<file path="src/rtl/udr_defines.vh">
`ifndef UDR_DEFINES_VH
`define UDR_DEFINES_VH

// ----------------------------------------------------------------
// Channel windows
// ----------------------------------------------------------------
`define UDR_CH0_BASE      4'h0
`define UDR_CH1_BASE      4'h8
`define UDR_WIN_BYTES     8

// ----------------------------------------------------------------
// Window offsets
// ----------------------------------------------------------------
`define UDR_OFF_DATA      3'h0
`define UDR_OFF_IEN       3'h1
`define UDR_OFF_ISTAT     3'h2
`define UDR_OFF_LCTL      3'h3
`define UDR_OFF_MCTL      3'h4
`define UDR_OFF_LSTAT     3'h5
`define UDR_OFF_MSTAT     3'h6
`define UDR_OFF_SFN       3'h7

// ----------------------------------------------------------------
// Field positions
// ----------------------------------------------------------------
`define UDR_LCTL_DIV_BIT  7
`define UDR_IEN_RXRDY     0
`define UDR_IEN_TXEMP     1
`define UDR_IEN_RXERR     2
`define UDR_IEN_MODEM     3
`define UDR_IEN_FLOW      4
`define UDR_IEN_RTSDTR    5
`define UDR_IEN_CTSDSR    6
`define UDR_SRC_RXERR     0
`define UDR_SRC_RXTMO     1
`define UDR_SRC_TXEMP     2
`define UDR_SRC_MODEM     3
`define UDR_SRC_FLOW      4
`define UDR_SRC_RTSDTR    5
`define UDR_SRC_CTSDSR    6

// ----------------------------------------------------------------
// Status codes, reset values and enable mask
// ----------------------------------------------------------------
`define UDR_IS_NONE       8'hc1
`define UDR_IS_RXERR      8'hc6
`define UDR_IS_RXRDY      8'hc4
`define UDR_IS_RXTMO      8'hcc
`define UDR_IS_TXEMP      8'hc2
`define UDR_IS_MODEM      8'hc0
`define UDR_IS_FLOW       8'hd0
`define UDR_IS_RTSCTS     8'he0
`define UDR_RST_ZERO      8'h00
`define UDR_RST_LCTL      8'h03
`define UDR_IEN_MASK      8'h7f

`endif

</file>
<file path="src/rtl/udr_uart_regs.v">
// Contract
// RULE1: each channel has eight-byte register window
// RULE2: channel zero at base, one at eight
// RULE3: offset zero read returns received character
// RULE4: offset zero write loads transmit character
// RULE5: offset two: read status, write fifo control
// RULE6: offsets three to seven decode fixed
// RULE7: divisor bit remaps offsets zero to two
// RULE8: enable bit0 gates receive data ready
// RULE9: enable bit1 gates transmit empty
// RULE10: enable bit2 gates receive line status
// RULE11: enable bit3 gates modem status change
// RULE12: enable bit4 gates flow control character
// RULE13: enable bit5 gates rts/dtr change
// RULE14: enable bit6 gates cts/dsr change
// RULE15: status bit0 low means interrupt pending
// RULE16: idle and reset status reads c1
// RULE17: status shows highest priority pending source
// RULE18: request follows any enabled pending source
`timescale 1ns/1ns
`include "udr_defines.vh"

module udr_uart_regs (
   input  wire        clock,
   input  wire        resetn,
   input  wire [3:0]  io_addr,
   input  wire        io_rd,
   input  wire        io_wr,
   input  wire [7:0]  io_wdata,
   output reg  [7:0]  io_rdata,
   input  wire [1:0]  rx_load,
   input  wire [15:0] rx_data,
   input  wire [13:0] irq_src,
   input  wire [15:0] line_status_in,
   input  wire [15:0] modem_status_in,
   output reg  [1:0]  tx_load,
   output reg  [15:0] tx_holding_reg,
   output reg  [1:0]  fifo_load,
   output reg  [15:0] fifo_control_reg,
   output reg  [15:0] line_control_reg,
   output reg  [15:0] modem_control_reg,
   output reg  [15:0] special_function_reg,
   output reg  [15:0] divisor_low_reg,
   output reg  [15:0] divisor_high_reg,
   output reg  [15:0] sample_clock_reg,
   output reg  [15:0] irq_enable_reg,
   output reg  [15:0] irq_status_reg,
   output reg  [1:0]  irq_req
);

   // -------------------------------------------------------------
   // Helpers
   // -------------------------------------------------------------
   // Codes listed highest first; a source only counts when enabled.
   function [7:0] prio_code;
      input [7:0] ien;
      input [6:0] src;
      input       rdy;
      begin
         if (ien[`UDR_IEN_RXERR] && src[`UDR_SRC_RXERR])    // see RULE10
            prio_code = `UDR_IS_RXERR;                     // see RULE17
         else if (ien[`UDR_IEN_RXRDY] && rdy)               // see RULE8
            prio_code = `UDR_IS_RXRDY;
         else if (ien[`UDR_IEN_RXRDY] && src[`UDR_SRC_RXTMO])
            prio_code = `UDR_IS_RXTMO;
         else if (ien[`UDR_IEN_TXEMP] && src[`UDR_SRC_TXEMP]) // see RULE9
            prio_code = `UDR_IS_TXEMP;
         else if (ien[`UDR_IEN_MODEM] && src[`UDR_SRC_MODEM]) // see RULE11
            prio_code = `UDR_IS_MODEM;
         else if (ien[`UDR_IEN_FLOW] && src[`UDR_SRC_FLOW])   // see RULE12
            prio_code = `UDR_IS_FLOW;
         else if ((ien[`UDR_IEN_RTSDTR] && src[`UDR_SRC_RTSDTR]) ||
                  (ien[`UDR_IEN_CTSDSR] && src[`UDR_SRC_CTSDSR]))
            prio_code = `UDR_IS_RTSCTS;               // see RULE13 RULE14
         else
            prio_code = `UDR_IS_NONE;                      // see RULE16
      end
   endfunction

   // -------------------------------------------------------------
   // Decode
   // -------------------------------------------------------------
   // Address bit 3 picks the channel window, the low three the slot.
   wire [3:0] ch1_base = `UDR_CH1_BASE;
   wire       sel_ch   = (io_addr[3] == ch1_base[3]);       // see RULE2
   wire [2:0] sel_off  = io_addr[2:0];                      // see RULE1

   reg  [15:0] rx_holding_reg;
   reg  [1:0]  rx_ready_reg;

   reg  [7:0]  rd_value;

   integer c;

   // -------------------------------------------------------------
   // Slot decode
   // -------------------------------------------------------------
   // True when a strobe is up and the slot matches the one wanted.
   function slot_hit;
      input       strobe;
      input [2:0] off;
      input [2:0] want;
      begin
         slot_hit = strobe && (off == want);
      end
   endfunction

   // The channel bit picks both the byte lane and the divisor bit.
   wire [3:0] sel_base = {sel_ch, 3'b000};
   wire [3:0] div_idx  = {sel_ch, 3'd`UDR_LCTL_DIV_BIT};
   wire       sel_div  = line_control_reg[div_idx];         // see RULE7

   // -------------------------------------------------------------
   // Access strobes
   // -------------------------------------------------------------
   // One strobe per register keeps every process below small.
   wire wr_data = slot_hit(io_wr, sel_off, `UDR_OFF_DATA)  && !sel_div;
   wire wr_ien  = slot_hit(io_wr, sel_off, `UDR_OFF_IEN)   && !sel_div;
   wire wr_fifo = slot_hit(io_wr, sel_off, `UDR_OFF_ISTAT) && !sel_div;
   wire wr_dll  = slot_hit(io_wr, sel_off, `UDR_OFF_DATA)  && sel_div;
   wire wr_dlh  = slot_hit(io_wr, sel_off, `UDR_OFF_IEN)   && sel_div;
   wire wr_scr  = slot_hit(io_wr, sel_off, `UDR_OFF_ISTAT) && sel_div;
   wire wr_lctl = slot_hit(io_wr, sel_off, `UDR_OFF_LCTL);
   wire wr_mctl = slot_hit(io_wr, sel_off, `UDR_OFF_MCTL);
   wire wr_sfn  = slot_hit(io_wr, sel_off, `UDR_OFF_SFN);
   wire rd_data = slot_hit(io_rd, sel_off, `UDR_OFF_DATA)  && !sel_div;

   // -------------------------------------------------------------
   // Transmit holding
   // -------------------------------------------------------------
   always @(posedge clock) begin
      if (!resetn) begin
         tx_holding_reg <= {2{`UDR_RST_ZERO}};
         tx_load        <= 2'b00;
      end else begin
         tx_load <= 2'b00;
         if (wr_data) begin                                 // see RULE4
            tx_holding_reg[sel_base +: 8] <= io_wdata;
            tx_load[sel_ch]               <= 1'b1;
         end
      end
   end

   // -------------------------------------------------------------
   // FIFO control
   // -------------------------------------------------------------
   // Write only; the load pulse tells the FIFO logic to act on it.
   always @(posedge clock) begin
      if (!resetn) begin
         fifo_control_reg <= {2{`UDR_RST_ZERO}};
         fifo_load        <= 2'b00;
      end else begin
         fifo_load <= 2'b00;
         if (wr_fifo) begin                                 // see RULE5
            fifo_control_reg[sel_base +: 8] <= io_wdata;
            fifo_load[sel_ch]               <= 1'b1;
         end
      end
   end

   // -------------------------------------------------------------
   // Interrupt enable
   // -------------------------------------------------------------
   // Bit 7 is reserved and is never stored, so it always reads 0.
   always @(posedge clock) begin
      if (!resetn) begin
         irq_enable_reg <= {2{`UDR_RST_ZERO}};
      end else begin
         if (wr_ien) begin                                  // see RULE7
            irq_enable_reg[sel_base +: 8] <= io_wdata & `UDR_IEN_MASK;
         end
      end
   end

   // -------------------------------------------------------------
   // Divisor and sample clock
   // -------------------------------------------------------------
   // Only reachable while the divisor bit of the channel is set.
   always @(posedge clock) begin
      if (!resetn) begin
         divisor_low_reg  <= {2{`UDR_RST_ZERO}};
         divisor_high_reg <= {2{`UDR_RST_ZERO}};
         sample_clock_reg <= {2{`UDR_RST_ZERO}};
      end else begin
         if (wr_dll) begin                                  // see RULE7
            divisor_low_reg[sel_base +: 8] <= io_wdata;
         end
         if (wr_dlh) begin
            divisor_high_reg[sel_base +: 8] <= io_wdata;
         end
         if (wr_scr) begin
            sample_clock_reg[sel_base +: 8] <= io_wdata;
         end
      end
   end

   // -------------------------------------------------------------
   // Line, modem and special function control
   // -------------------------------------------------------------
   always @(posedge clock) begin
      if (!resetn) begin
         line_control_reg     <= {2{`UDR_RST_LCTL}};
         modem_control_reg    <= {2{`UDR_RST_ZERO}};
         special_function_reg <= {2{`UDR_RST_ZERO}};
      end else begin
         if (wr_lctl) begin                                 // see RULE6
            line_control_reg[sel_base +: 8] <= io_wdata;
         end
         if (wr_mctl) begin
            modem_control_reg[sel_base +: 8] <= io_wdata;
         end
         if (wr_sfn) begin
            special_function_reg[sel_base +: 8] <= io_wdata;
         end
      end
   end

   // -------------------------------------------------------------
   // Receive holding
   // -------------------------------------------------------------
   always @(posedge clock) begin
      if (!resetn) begin
         rx_holding_reg <= {2{`UDR_RST_ZERO}};
         rx_ready_reg   <= 2'b00;
      end else begin
         for (c = 0; c < 2; c = c + 1) begin
            // A new character beats a read clearing the ready flag.
            if (rd_data && sel_ch == c) begin               // see RULE3
               rx_ready_reg[c] <= 1'b0;
            end
            if (rx_load[c]) begin
               rx_holding_reg[c*8 +: 8] <= rx_data[c*8 +: 8];
               rx_ready_reg[c]          <= 1'b1;
            end
         end
      end
   end

   // -------------------------------------------------------------
   // Interrupt status and request
   // -------------------------------------------------------------
   // Both follow the sources one cycle late, so a status read and
   // the request line always agree with each other.
   always @(posedge clock) begin
      if (!resetn) begin
         irq_status_reg <= {2{`UDR_IS_NONE}};               // see RULE16
         irq_req        <= 2'b00;
      end else begin
         for (c = 0; c < 2; c = c + 1) begin
            irq_status_reg[c*8 +: 8] <=
               prio_code(irq_enable_reg[c*8 +: 8], irq_src[c*7 +: 7],
                         rx_ready_reg[c]);                  // see RULE15
            irq_req[c] <=
               (prio_code(irq_enable_reg[c*8 +: 8], irq_src[c*7 +: 7],
                          rx_ready_reg[c]) != `UDR_IS_NONE); // see RULE18
         end
      end
   end

   // -------------------------------------------------------------
   // Read multiplexer
   // -------------------------------------------------------------
   always @* begin
      rd_value = `UDR_RST_ZERO;
      case (sel_off)
         `UDR_OFF_DATA: begin                         // see RULE3 RULE7
            if (sel_div) begin
               rd_value = divisor_low_reg[sel_base +: 8];
            end else begin
               rd_value = rx_holding_reg[sel_base +: 8];
            end
         end
         `UDR_OFF_IEN: begin
            if (sel_div) begin
               rd_value = divisor_high_reg[sel_base +: 8];
            end else begin
               rd_value = irq_enable_reg[sel_base +: 8];
            end
         end
         `UDR_OFF_ISTAT: begin                              // see RULE5
            if (sel_div) begin
               rd_value = sample_clock_reg[sel_base +: 8];
            end else begin
               rd_value = irq_status_reg[sel_base +: 8];
            end
         end
         `UDR_OFF_LCTL:  rd_value = line_control_reg[sel_base +: 8];
         `UDR_OFF_MCTL:  rd_value = modem_control_reg[sel_base +: 8];
         `UDR_OFF_LSTAT: rd_value = line_status_in[sel_base +: 8];
         `UDR_OFF_MSTAT: rd_value = modem_status_in[sel_base +: 8];
         `UDR_OFF_SFN:   rd_value = special_function_reg[sel_base +: 8];
         default:        rd_value = `UDR_RST_ZERO;
      endcase
   end

   // -------------------------------------------------------------
   // Read data
   // -------------------------------------------------------------
   // Held until the next read so a slow host can pick it up late.
   always @(posedge clock) begin
      if (!resetn) begin
         io_rdata <= `UDR_RST_ZERO;
      end else begin
         if (io_rd) begin
            io_rdata <= rd_value;
         end
      end
   end

endmodule

</file>
<file path="config.mk">
export PLATFORM = sky130hd
export DESIGN_NAME = udr_uart_regs
export DESIGN_NICKNAME = d
export VERILOG_FILES = /design/src/rtl/udr_uart_regs.v
export VERILOG_INCLUDE_DIRS = /design/src /design/src/rtl
export SDC_FILE = /design/constraint.sdc
export NUM_CORES = 1
export LEC_CHECK = 0
export ABC_AREA = 0
export BUFFER_PORTS_ARGS = -buffer_cell sky130_fd_sc_hd__buf_2
export CAP_MARGIN = 20
export CORE_UTILIZATION = 40
export CTS_CLUSTER_DIAMETER = 120
export CTS_CLUSTER_SIZE = 30
export DETAILED_ROUTE_END_ITERATION = 6
export REMOVE_ABC_BUFFERS = 1
export SLEW_MARGIN = 20
export SYNTH_ARGS = -nofsm -noshare
export SYNTH_HDL_FRONTEND = slang
export SYNTH_SLANG_ARGS = --single-unit
</file>
<file path="constraint.sdc">
create_clock -name clock -period 2.8 [get_ports clock]
set_input_delay 0 -clock clock [delete_from_list [all_inputs] [get_ports clock]]
set_output_delay 0 -clock clock [all_outputs]
set_load 0.01 [all_outputs]
</file>
# Word level (Yosys, flattened, before mapping)
# Cells that the tools add are included.
# W data, S select, Z words.
# totals
reg_bits,192
inputBits,80
word_cells,124
# op_classes
n_addsub,1
n_lt_le_gt_ge,3
n_eq_ne,9
n_shift,14
n_mux,37
bitwise,1
reduce_logical,41
# op_table
operator,n
$shiftx A16 B5 Y8,11
$bwmux W16,9
$mux W8,17
$pmux W8 S8,1
$logic_and A1 B1 Y1,33
$shiftx A8 B6 Y16,2
$ne A8 B8 Y1 const B,2
$shift A8 B6 Y16 const A,1
$eq A3 B3 Y1 const B,4
$mux W6,2
$mux W1,7
$eq A3 B2 Y1 const B,2
$neg A4 Y6,1
$lt A4 B5 Y1 const B,1
$reduce_and A2 Y1,2
$reduce_bool A2 Y1,2
$eq A3 B1 Y1 const B,1
$logic_not A3 Y1,1
$logic_or A1 B1 Y1,2
$lt A1 B2 Y1 const B,1
$demux W1 S1,1
$ge A1 B1 Y1 const B,1
$logic_not A1 Y1,1
$not A1 Y1,1

# Logic depth before layout (Yosys ltp)
# Gate-level depths: netlist of run 1.
# depth
ltp_word,11
ltp_mapped,8
depth_no_buf,5

# Least setup slack after synthesis of run 1
# No wires, ideal clock.
# synth_timing
path_kind,register -> register
start,register line_control_reg[7]
end,register io_rdata[1]
setup_ns,0.118
arrival_time_ns,1.711
required_ns,2.682
setup_slack_ns,0.972
stages_incl_launch_ff,9
n_path_buf,3
period_less_slack_ns,1.828
cell_sequence,dfxtp_1 -> buf_6 -> mux2_2 -> buf_6 -> buf_8 -> mux4_2 -> nand2_1 -> o211ai_1 -> o2111a_1
# synth_via
elab_chain_cells,4
word_cells_on_any_way,6
# synth_rtl
element,line_no,text
start: declaration,udr_uart_regs.v:40,"output reg [15:0] line_control_reg,"
start signal: assignment,udr_uart_regs.v:202,line_control_reg <= {2{`UDR_RST_LCTL}};
start signal: indexed assignment,udr_uart_regs.v:207,line_control_reg[sel_base +: 8] <= io_wdata;
$mux W1 (not written as such) (*) (2 in a row),udr_uart_regs.v:111,wire sel_div = line_control_reg[div_idx];
$mux W8 (on tied branches),"udr_uart_regs.v:281, udr_uart_regs.v:267, udr_uart_regs.v:274",
$pmux W8 S8 (*),udr_uart_regs.v:265,case (sel_off)
end signal: assignment,udr_uart_regs.v:302,io_rdata <= `UDR_RST_ZERO;
end signal: assignment,udr_uart_regs.v:305,io_rdata <= rd_value;
end: declaration,udr_uart_regs.v:30,"output reg [7:0] io_rdata,"
# Every way passes the cells marked *; elsewhere a longest branch is shown, timed or not. The select of a mux whose other input is x is not followed.
# A chain may end at the register's enable or synchronous reset.

# Final worst setup path of run 1
# Ends and elaborated chain as after synthesis.

==> flow_summary.toml, run 1 <==
[setup_path]
critPathSlowestCell = "mux2_2"
endpoint_kind = "flip-flop"
crit_family = "multiplexers"
ff2ff_path_depth = 5
cpPeakStageDelay_ns = 0.65
crit_chain = "mux2_2 -> mux4_2 -> a22oi_1 -> nand3_1 -> o2111a_1"
cp_max_fo = 16
critPathBufInv = 0
crit_path_start_kind = "flip-flop"
critical_path_depth = 5
arrival_ns = 2.70
criticalPathCategory = "reg -> reg"
crit_required_ns = 3.13

[clock_network]
clk_latency_ns = 0.43
clkTransAtPathRegs_ns = 0.07
cts_root_buf = "clkbuf_16"
cts_tree = "done"
ctsHtreeMaxLevel = 4
clk_path_buf_depth = 2
cts_made_buffers = 17
clkSinkCount = 186
cts_resized = 0

[global_routing]
grt_pass1_wl_mm = 42.2
grt_usage_pct = 27.8
globalRouteOverflowTotal = 0
antenna_found_initial = 3
grt_max_degree = 80
grt_pass1_vias = 7027

[routing]
wire_per_inst_um = 20.6
dr_total_vias = 7607
drc = 0
wirelength_mm = 28.9
ant_nets = 0
drt_iter0_drc = 580
dr.pass1.iters = 5
drt-vias-per-instance = 5.43

[timing]
fin_setup_tns_ns = 0
fmax_mhz = 421
skew_ns = 0.0122
final-setup-viol-count = 0
hold_viol_final = 1
finalCriticalPeriod_ns = 2.37
fin_crit_sh_pct = 84.8
rsz0062_at_grt = "false"
timing.slew.headroom_pct = 25.1
finalMaxSlewViolations = 0
whs_ns = -0.00472
worst_pin_slew_ns = 1.12

[flow_run]
drv_cap = 0

[synthesis]
synth_commonest_cells = "dfxtp_1 (186), mux2i_1 (120), nor2_1 (118)"
synth_top_area_cell = "dfxtp_1"
synth_top_area_share_pct = 45.8
yosys_warnings = 0
netlist_instances = 869
synthTopCellsByArea = "dfxtp_1 (46%), mux2i_1 (15%), nor2_1 (5.4%)"
avgSynthCellArea_um2 = 9.36
synth_cell_types = 51
ys_ff_latch = 186
synth_ff_type = "dfxtp_1"
yosysSeqAreaShare_pct = 45.8
yosysMostFrequentCell = "dfxtp_1"
synth_edf_count = 0
async_reset_ff_share_pct = 0
syn_area_um2 = 8130

[floorplan]
ios = 254
rows = 51
start_util_pct = 41.2
core_um2 = 19700
die_h_um = 145
fp.dieW_um = 145
dieArea_um2 = 20900

[run_status]
violations = "negative hold slack"
status = "complete, but fails checks"

[finish]
final_layout_size_suffix_gt1_share_pct = 30.2
layout.nets = 1201
fillers = 1867
design_area_um2 = 10500
area_growth_pct = 28.6
fin_util_pct = 53.0

[min_path]
holdPathStages = 3
min_path_type = "in -> reg"

[pwr]
p_per_area_nw_per_um2 = 538
ir_drop_mv = 0.501
p_leak_uw = 0.00448

[placement]
place_area_um2 = 9510
io_buffers = 247
gp_congestion = 0.864
hpwl_mm = 20.1
## cell usage in the layout, fill, tap and decap left out, types with 3 or more instances in the layout
| cell | instances |
|---|---|
| buf_4 | 21 |
| inv_1 | 8 |
| nand2_1 | 92 |
| buf_2 | 247 |
| a22oi_1 | 9 |
| conb_1 | 6 |
| a221oi_1 | 7 |
| nor3b_1 | 3 |
| o2111a_1 | 5 |
| nand2b_1 | 3 |
| o21ai_0 | 42 |
| a211oi_1 | 7 |
| dlygate4sd3_1 | 37 |
| clkbuf_16 | 17 |
| nor3_4 | 3 |
| mux4_2 | 18 |
| mux2_2 | 12 |
| dfxtp_1 | 186 |
| nand4_1 | 3 |
| nor2_2 | 6 |
| mux2i_1 | 120 |
| a21oi_1 | 65 |
| nor2b_1 | 5 |
| o211ai_1 | 6 |
| a22o_1 | 8 |
| nor2_1 | 118 |
| clkinvlp_4 | 4 |
| nand3_1 | 36 |
## power by group
| group | switching (uW) | internal, uW |
|---|---|---|
| Sequential | 36.8 | 2690 |
| Combinational | 319 | 208 |
| Clock | 1090 | 1290 |
## per-layer routing
metal  part of all wire [%]  track usage [%]  vias to the layer above
li1                       -                -                     3549
met1                     42             36.4                     3679
met2                     48             45.7                      338
met3                    7.6             6.29                       39
met4                    1.4             7.65                        2
met5                  0.028                0                        -
## tightest hold or removal path: cells and delay by family
kind / cells / cell delay [ns]
buffers and inverters: 1 / 0.08
AOI/OAI and AO/OA: 2 / 0.30
## kinds of logic after synthesis
| logic type | count (synthesis) | synth area share [%] |
|---|---|---|
| other | 2 | 0.0924 |
| AND/OR/NAND/NOR | 284 | 15.5 |
| buffers and inverters | 85 | 4.91 |
| flip-flops | 186 | 45.8 |
| multiplexers | 151 | 21.6 |
| AO/OA/AOI/OAI | 161 | 12.1 |
## final timing paths
check / startpoint / to / slack [ns]
worst max-delay path: line_control_reg[7] / io_rdata[1] / 0.43
worst min-delay path: irq_src[13] / irq_req[1] / -0.005
worst max register to register: line_control_reg[7] / io_rdata[1] / 0.43
worst min register to register: fifo_control_reg[2] / fifo_control_reg[2] / 0.45
## what timing repair did
| action | CTS | global route |
|---|---|---|
| setup buffers | 0 | 0 |
| hold buffers | 37 | 0 |
| setup endpoints to repair | 0 | 0 |
| hold endpoints to repair | 32 | 0 |
## per-stage QoR
stage          setup WS (ns)  total power [uW]  instances
2_1_floorplan         -0.472              3000        797
3_3_place_gp           0.548              3270       1330
3_5_place_dp           0.461              3280       1330
4_1_cts                0.439              5660       1399
5_1_grt                0.308              5820       1400
6_report               0.426              5630       1401
## cell type report
class | count | area (um^2) | area share (%)
timing repair buffer | 305 | 1760 | 16.9
clock buffer | 21 | 460 | 4.40
inverter | 9 | 36.3 | 0.347
clock inverter | 11 | 111 | 1.06
antenna | 2 | 5.00 | 0.0479
multi-input combinational | 602 | 4020 | 38.5
tap | 265 | 332 | 3.17
sequential | 186 | 3720 | 35.6
Note: power is estimated with default switching activity, not from simulation.
==> inputs of run 2 (changes only) <==
--- a/config.mk
+++ b/config.mk
@@ -13,6 +13,7 @@
 export CTS_CLUSTER_DIAMETER = 120
 export CTS_CLUSTER_SIZE = 30
 export DETAILED_ROUTE_END_ITERATION = 6
+export PLACE_DENSITY = 0.67
 export REMOVE_ABC_BUFFERS = 1
 export SLEW_MARGIN = 20
 export SYNTH_ARGS = -nofsm -noshare
==> constraint.sdc (replaced) <==
create_clock -name clock -period 2 [get_ports clock]
set_input_delay 0 -clock clock [delete_from_list [all_inputs] [get_ports clock]]
set_output_delay 0 -clock clock [all_outputs]
set_load 0.01 [all_outputs]
==> flow_summary.toml, run 2 (same netlist as run 1, synthesis figures left out) <==
[setup_path]
crit_required_ns = 2.33
endpoint_kind = "flip-flop"
criticalPathCategory = "reg -> reg"
cp_max_fo = 3
crit_path_start_kind = "flip-flop"
arrival_ns = 2.22

[timing]
skew_ns = 0.0116
worst_pin_slew_ns = 0.586
rsz0062_at_grt = "false"
finalCriticalPeriod_ns = 1.90
whs_ns = 0.0226
timing.slew.headroom_pct = 60.8
fin_setup_tns_ns = 0
hold_viol_final = 0
final-setup-viol-count = 0
fmax_mhz = 528
fin_crit_sh_pct = 94.8
finalMaxSlewViolations = 0

[routing]
drc = 0
dr_total_vias = 7707
drt-vias-per-instance = 5.38
wire_per_inst_um = 20.1
ant_nets = 0
drt_iter0_drc = 571
wirelength_mm = 28.8
dr.pass1.iters = 4

[clock_network]
clkSinkCount = 186
cts_root_buf = "clkbuf_16"
cts_tree = "done"
clk_path_buf_depth = 2
ctsHtreeMaxLevel = 4
clkTransAtPathRegs_ns = 0.07
clk_latency_ns = 0.44
cts_made_buffers = 17
post_cts_buffers = 0

[floorplan]
start_util_pct = 41.2
rows = 51
fp.dieW_um = 145
ios = 254
core_um2 = 19700
dieArea_um2 = 20900
die_h_um = 145

[run_status]
status = "finished, final reports clean"

[finish]
area_growth_pct = 33.1
final_common_cell = "buf_2"
fillers = 1806
final_cell_mix = "buf_2 (247), dfxtp_1 (186), mux2i_1 (120), nor2_1 (118), nand2_1 (92)"
layout.nets = 1234
final_layout_size_suffix_gt1_share_pct = 32.4

[pwr]
p_per_area_nw_per_um2 = 758
p_seq_share_pct = 46.5
combPwrFrac_pct = 9.7
switchingPower_uw = 2020
clock_power_share_pct = 43.8
p_leak_uw = 0.00470
internal-power_uw = 6180
ir_drop_mv = 0.564
p_sw_share_pct = 24.6

[global_routing]
grt_usage_pct = 27.7
globalRouteOverflowTotal = 0
antenna_found_initial = 3
grt_max_degree = 35
grt_pass1_vias = 7135
grt_pass1_wl_mm = 42.4

[flow_run]
drv_cap = 0

[placement]
gp_congestion = 0.847
hpwl_mm = 20.5
io_buffers = 247

[min_path]
min_path_type = "in -> reg"
[run 2: metal layers]
metal / wire (um) / global-route usage, % / up-vias
li1: - / - / 3620
met1: 11900 / 35.7 / 3663
met2: 13600 / 44.7 / 371
met3: 2720 / 8.25 / 49
met4: 516 / 8.03 / 4
met5: 22 / 0 / -
[run 2: repair_timing]
item | CTS | global route
hold buffers | 36 | 0
hold endpoints to repair | 32 | 0
endpoints found under the setup margin | 5 | 0
gates resized for setup | 1 | 0
[run 2: power by group through the flow]
| stage | Sequential, uW | Clock, uW | Combinational, uW |
|---|---|---|---|
| 5_1_grt | 3820 | 3780 | 852 |
| 2_1_floorplan | 3900 | 0 | 296 |
| 6_report | 3810 | 3590 | 796 |
| 3_5_place_dp | 3900 | 0 | 743 |
| 4_1_cts | 3810 | 3630 | 790 |
| 3_3_place_gp | 3900 | 0 | 736 |
[run 2: through the flow]
| stage | cells | setup WS (ns) | utilization, % | cell area [um^2] | power, uW |
|---|---|---|---|---|---|
| final | 1433 | 0.105 | 54.9 | 10800 | 8200 |
| after floorplan | 797 | -1.27 | - | 7780 | 4200 |
| after global placement | 1364 | 0.00899 | 49.8 | 9830 | 4630 |
| after detailed placement | 1364 | -0.0624 | 49.8 | 9830 | 4640 |
| after CTS | 1432 | 0.164 | 54.9 | 10800 | 8230 |
| after global routing | 1433 | 0.0185 | 54.9 | 10800 | 8450 |
[run 2: cell type report]
type	count	area, um^2	share of cell area (%)
multi-input cells	602	4030	37.2
clock buffers	20	467	4.31
inverters	9	36.3	0.335
clock inverters	12	161	1.49
well taps	265	332	3.06
flip-flops and latches	186	3720	34.4
repair buffers	338	2070	19.1
diodes	1	2.50	0.0231
[run 2: worst paths after layout]
check	startpoint	to	slack, ns	depth (start not counted)
max	special_function_reg[3]	io_rdata[3]	0.10	4
min	io_rd	io_rdata[7]	0.02	2
max reg2reg	special_function_reg[3]	io_rdata[3]	0.10	4
min reg2reg	fifo_control_reg[4]	fifo_control_reg[4]	0.45	2
[run 2: critical path: stages, from the launching register on]
cell and delay, ns:
dfxtp_1 0.33, mux4_2 0.50, a221oi_1 0.53, o211ai_1 0.24, o2111a_1 0.19
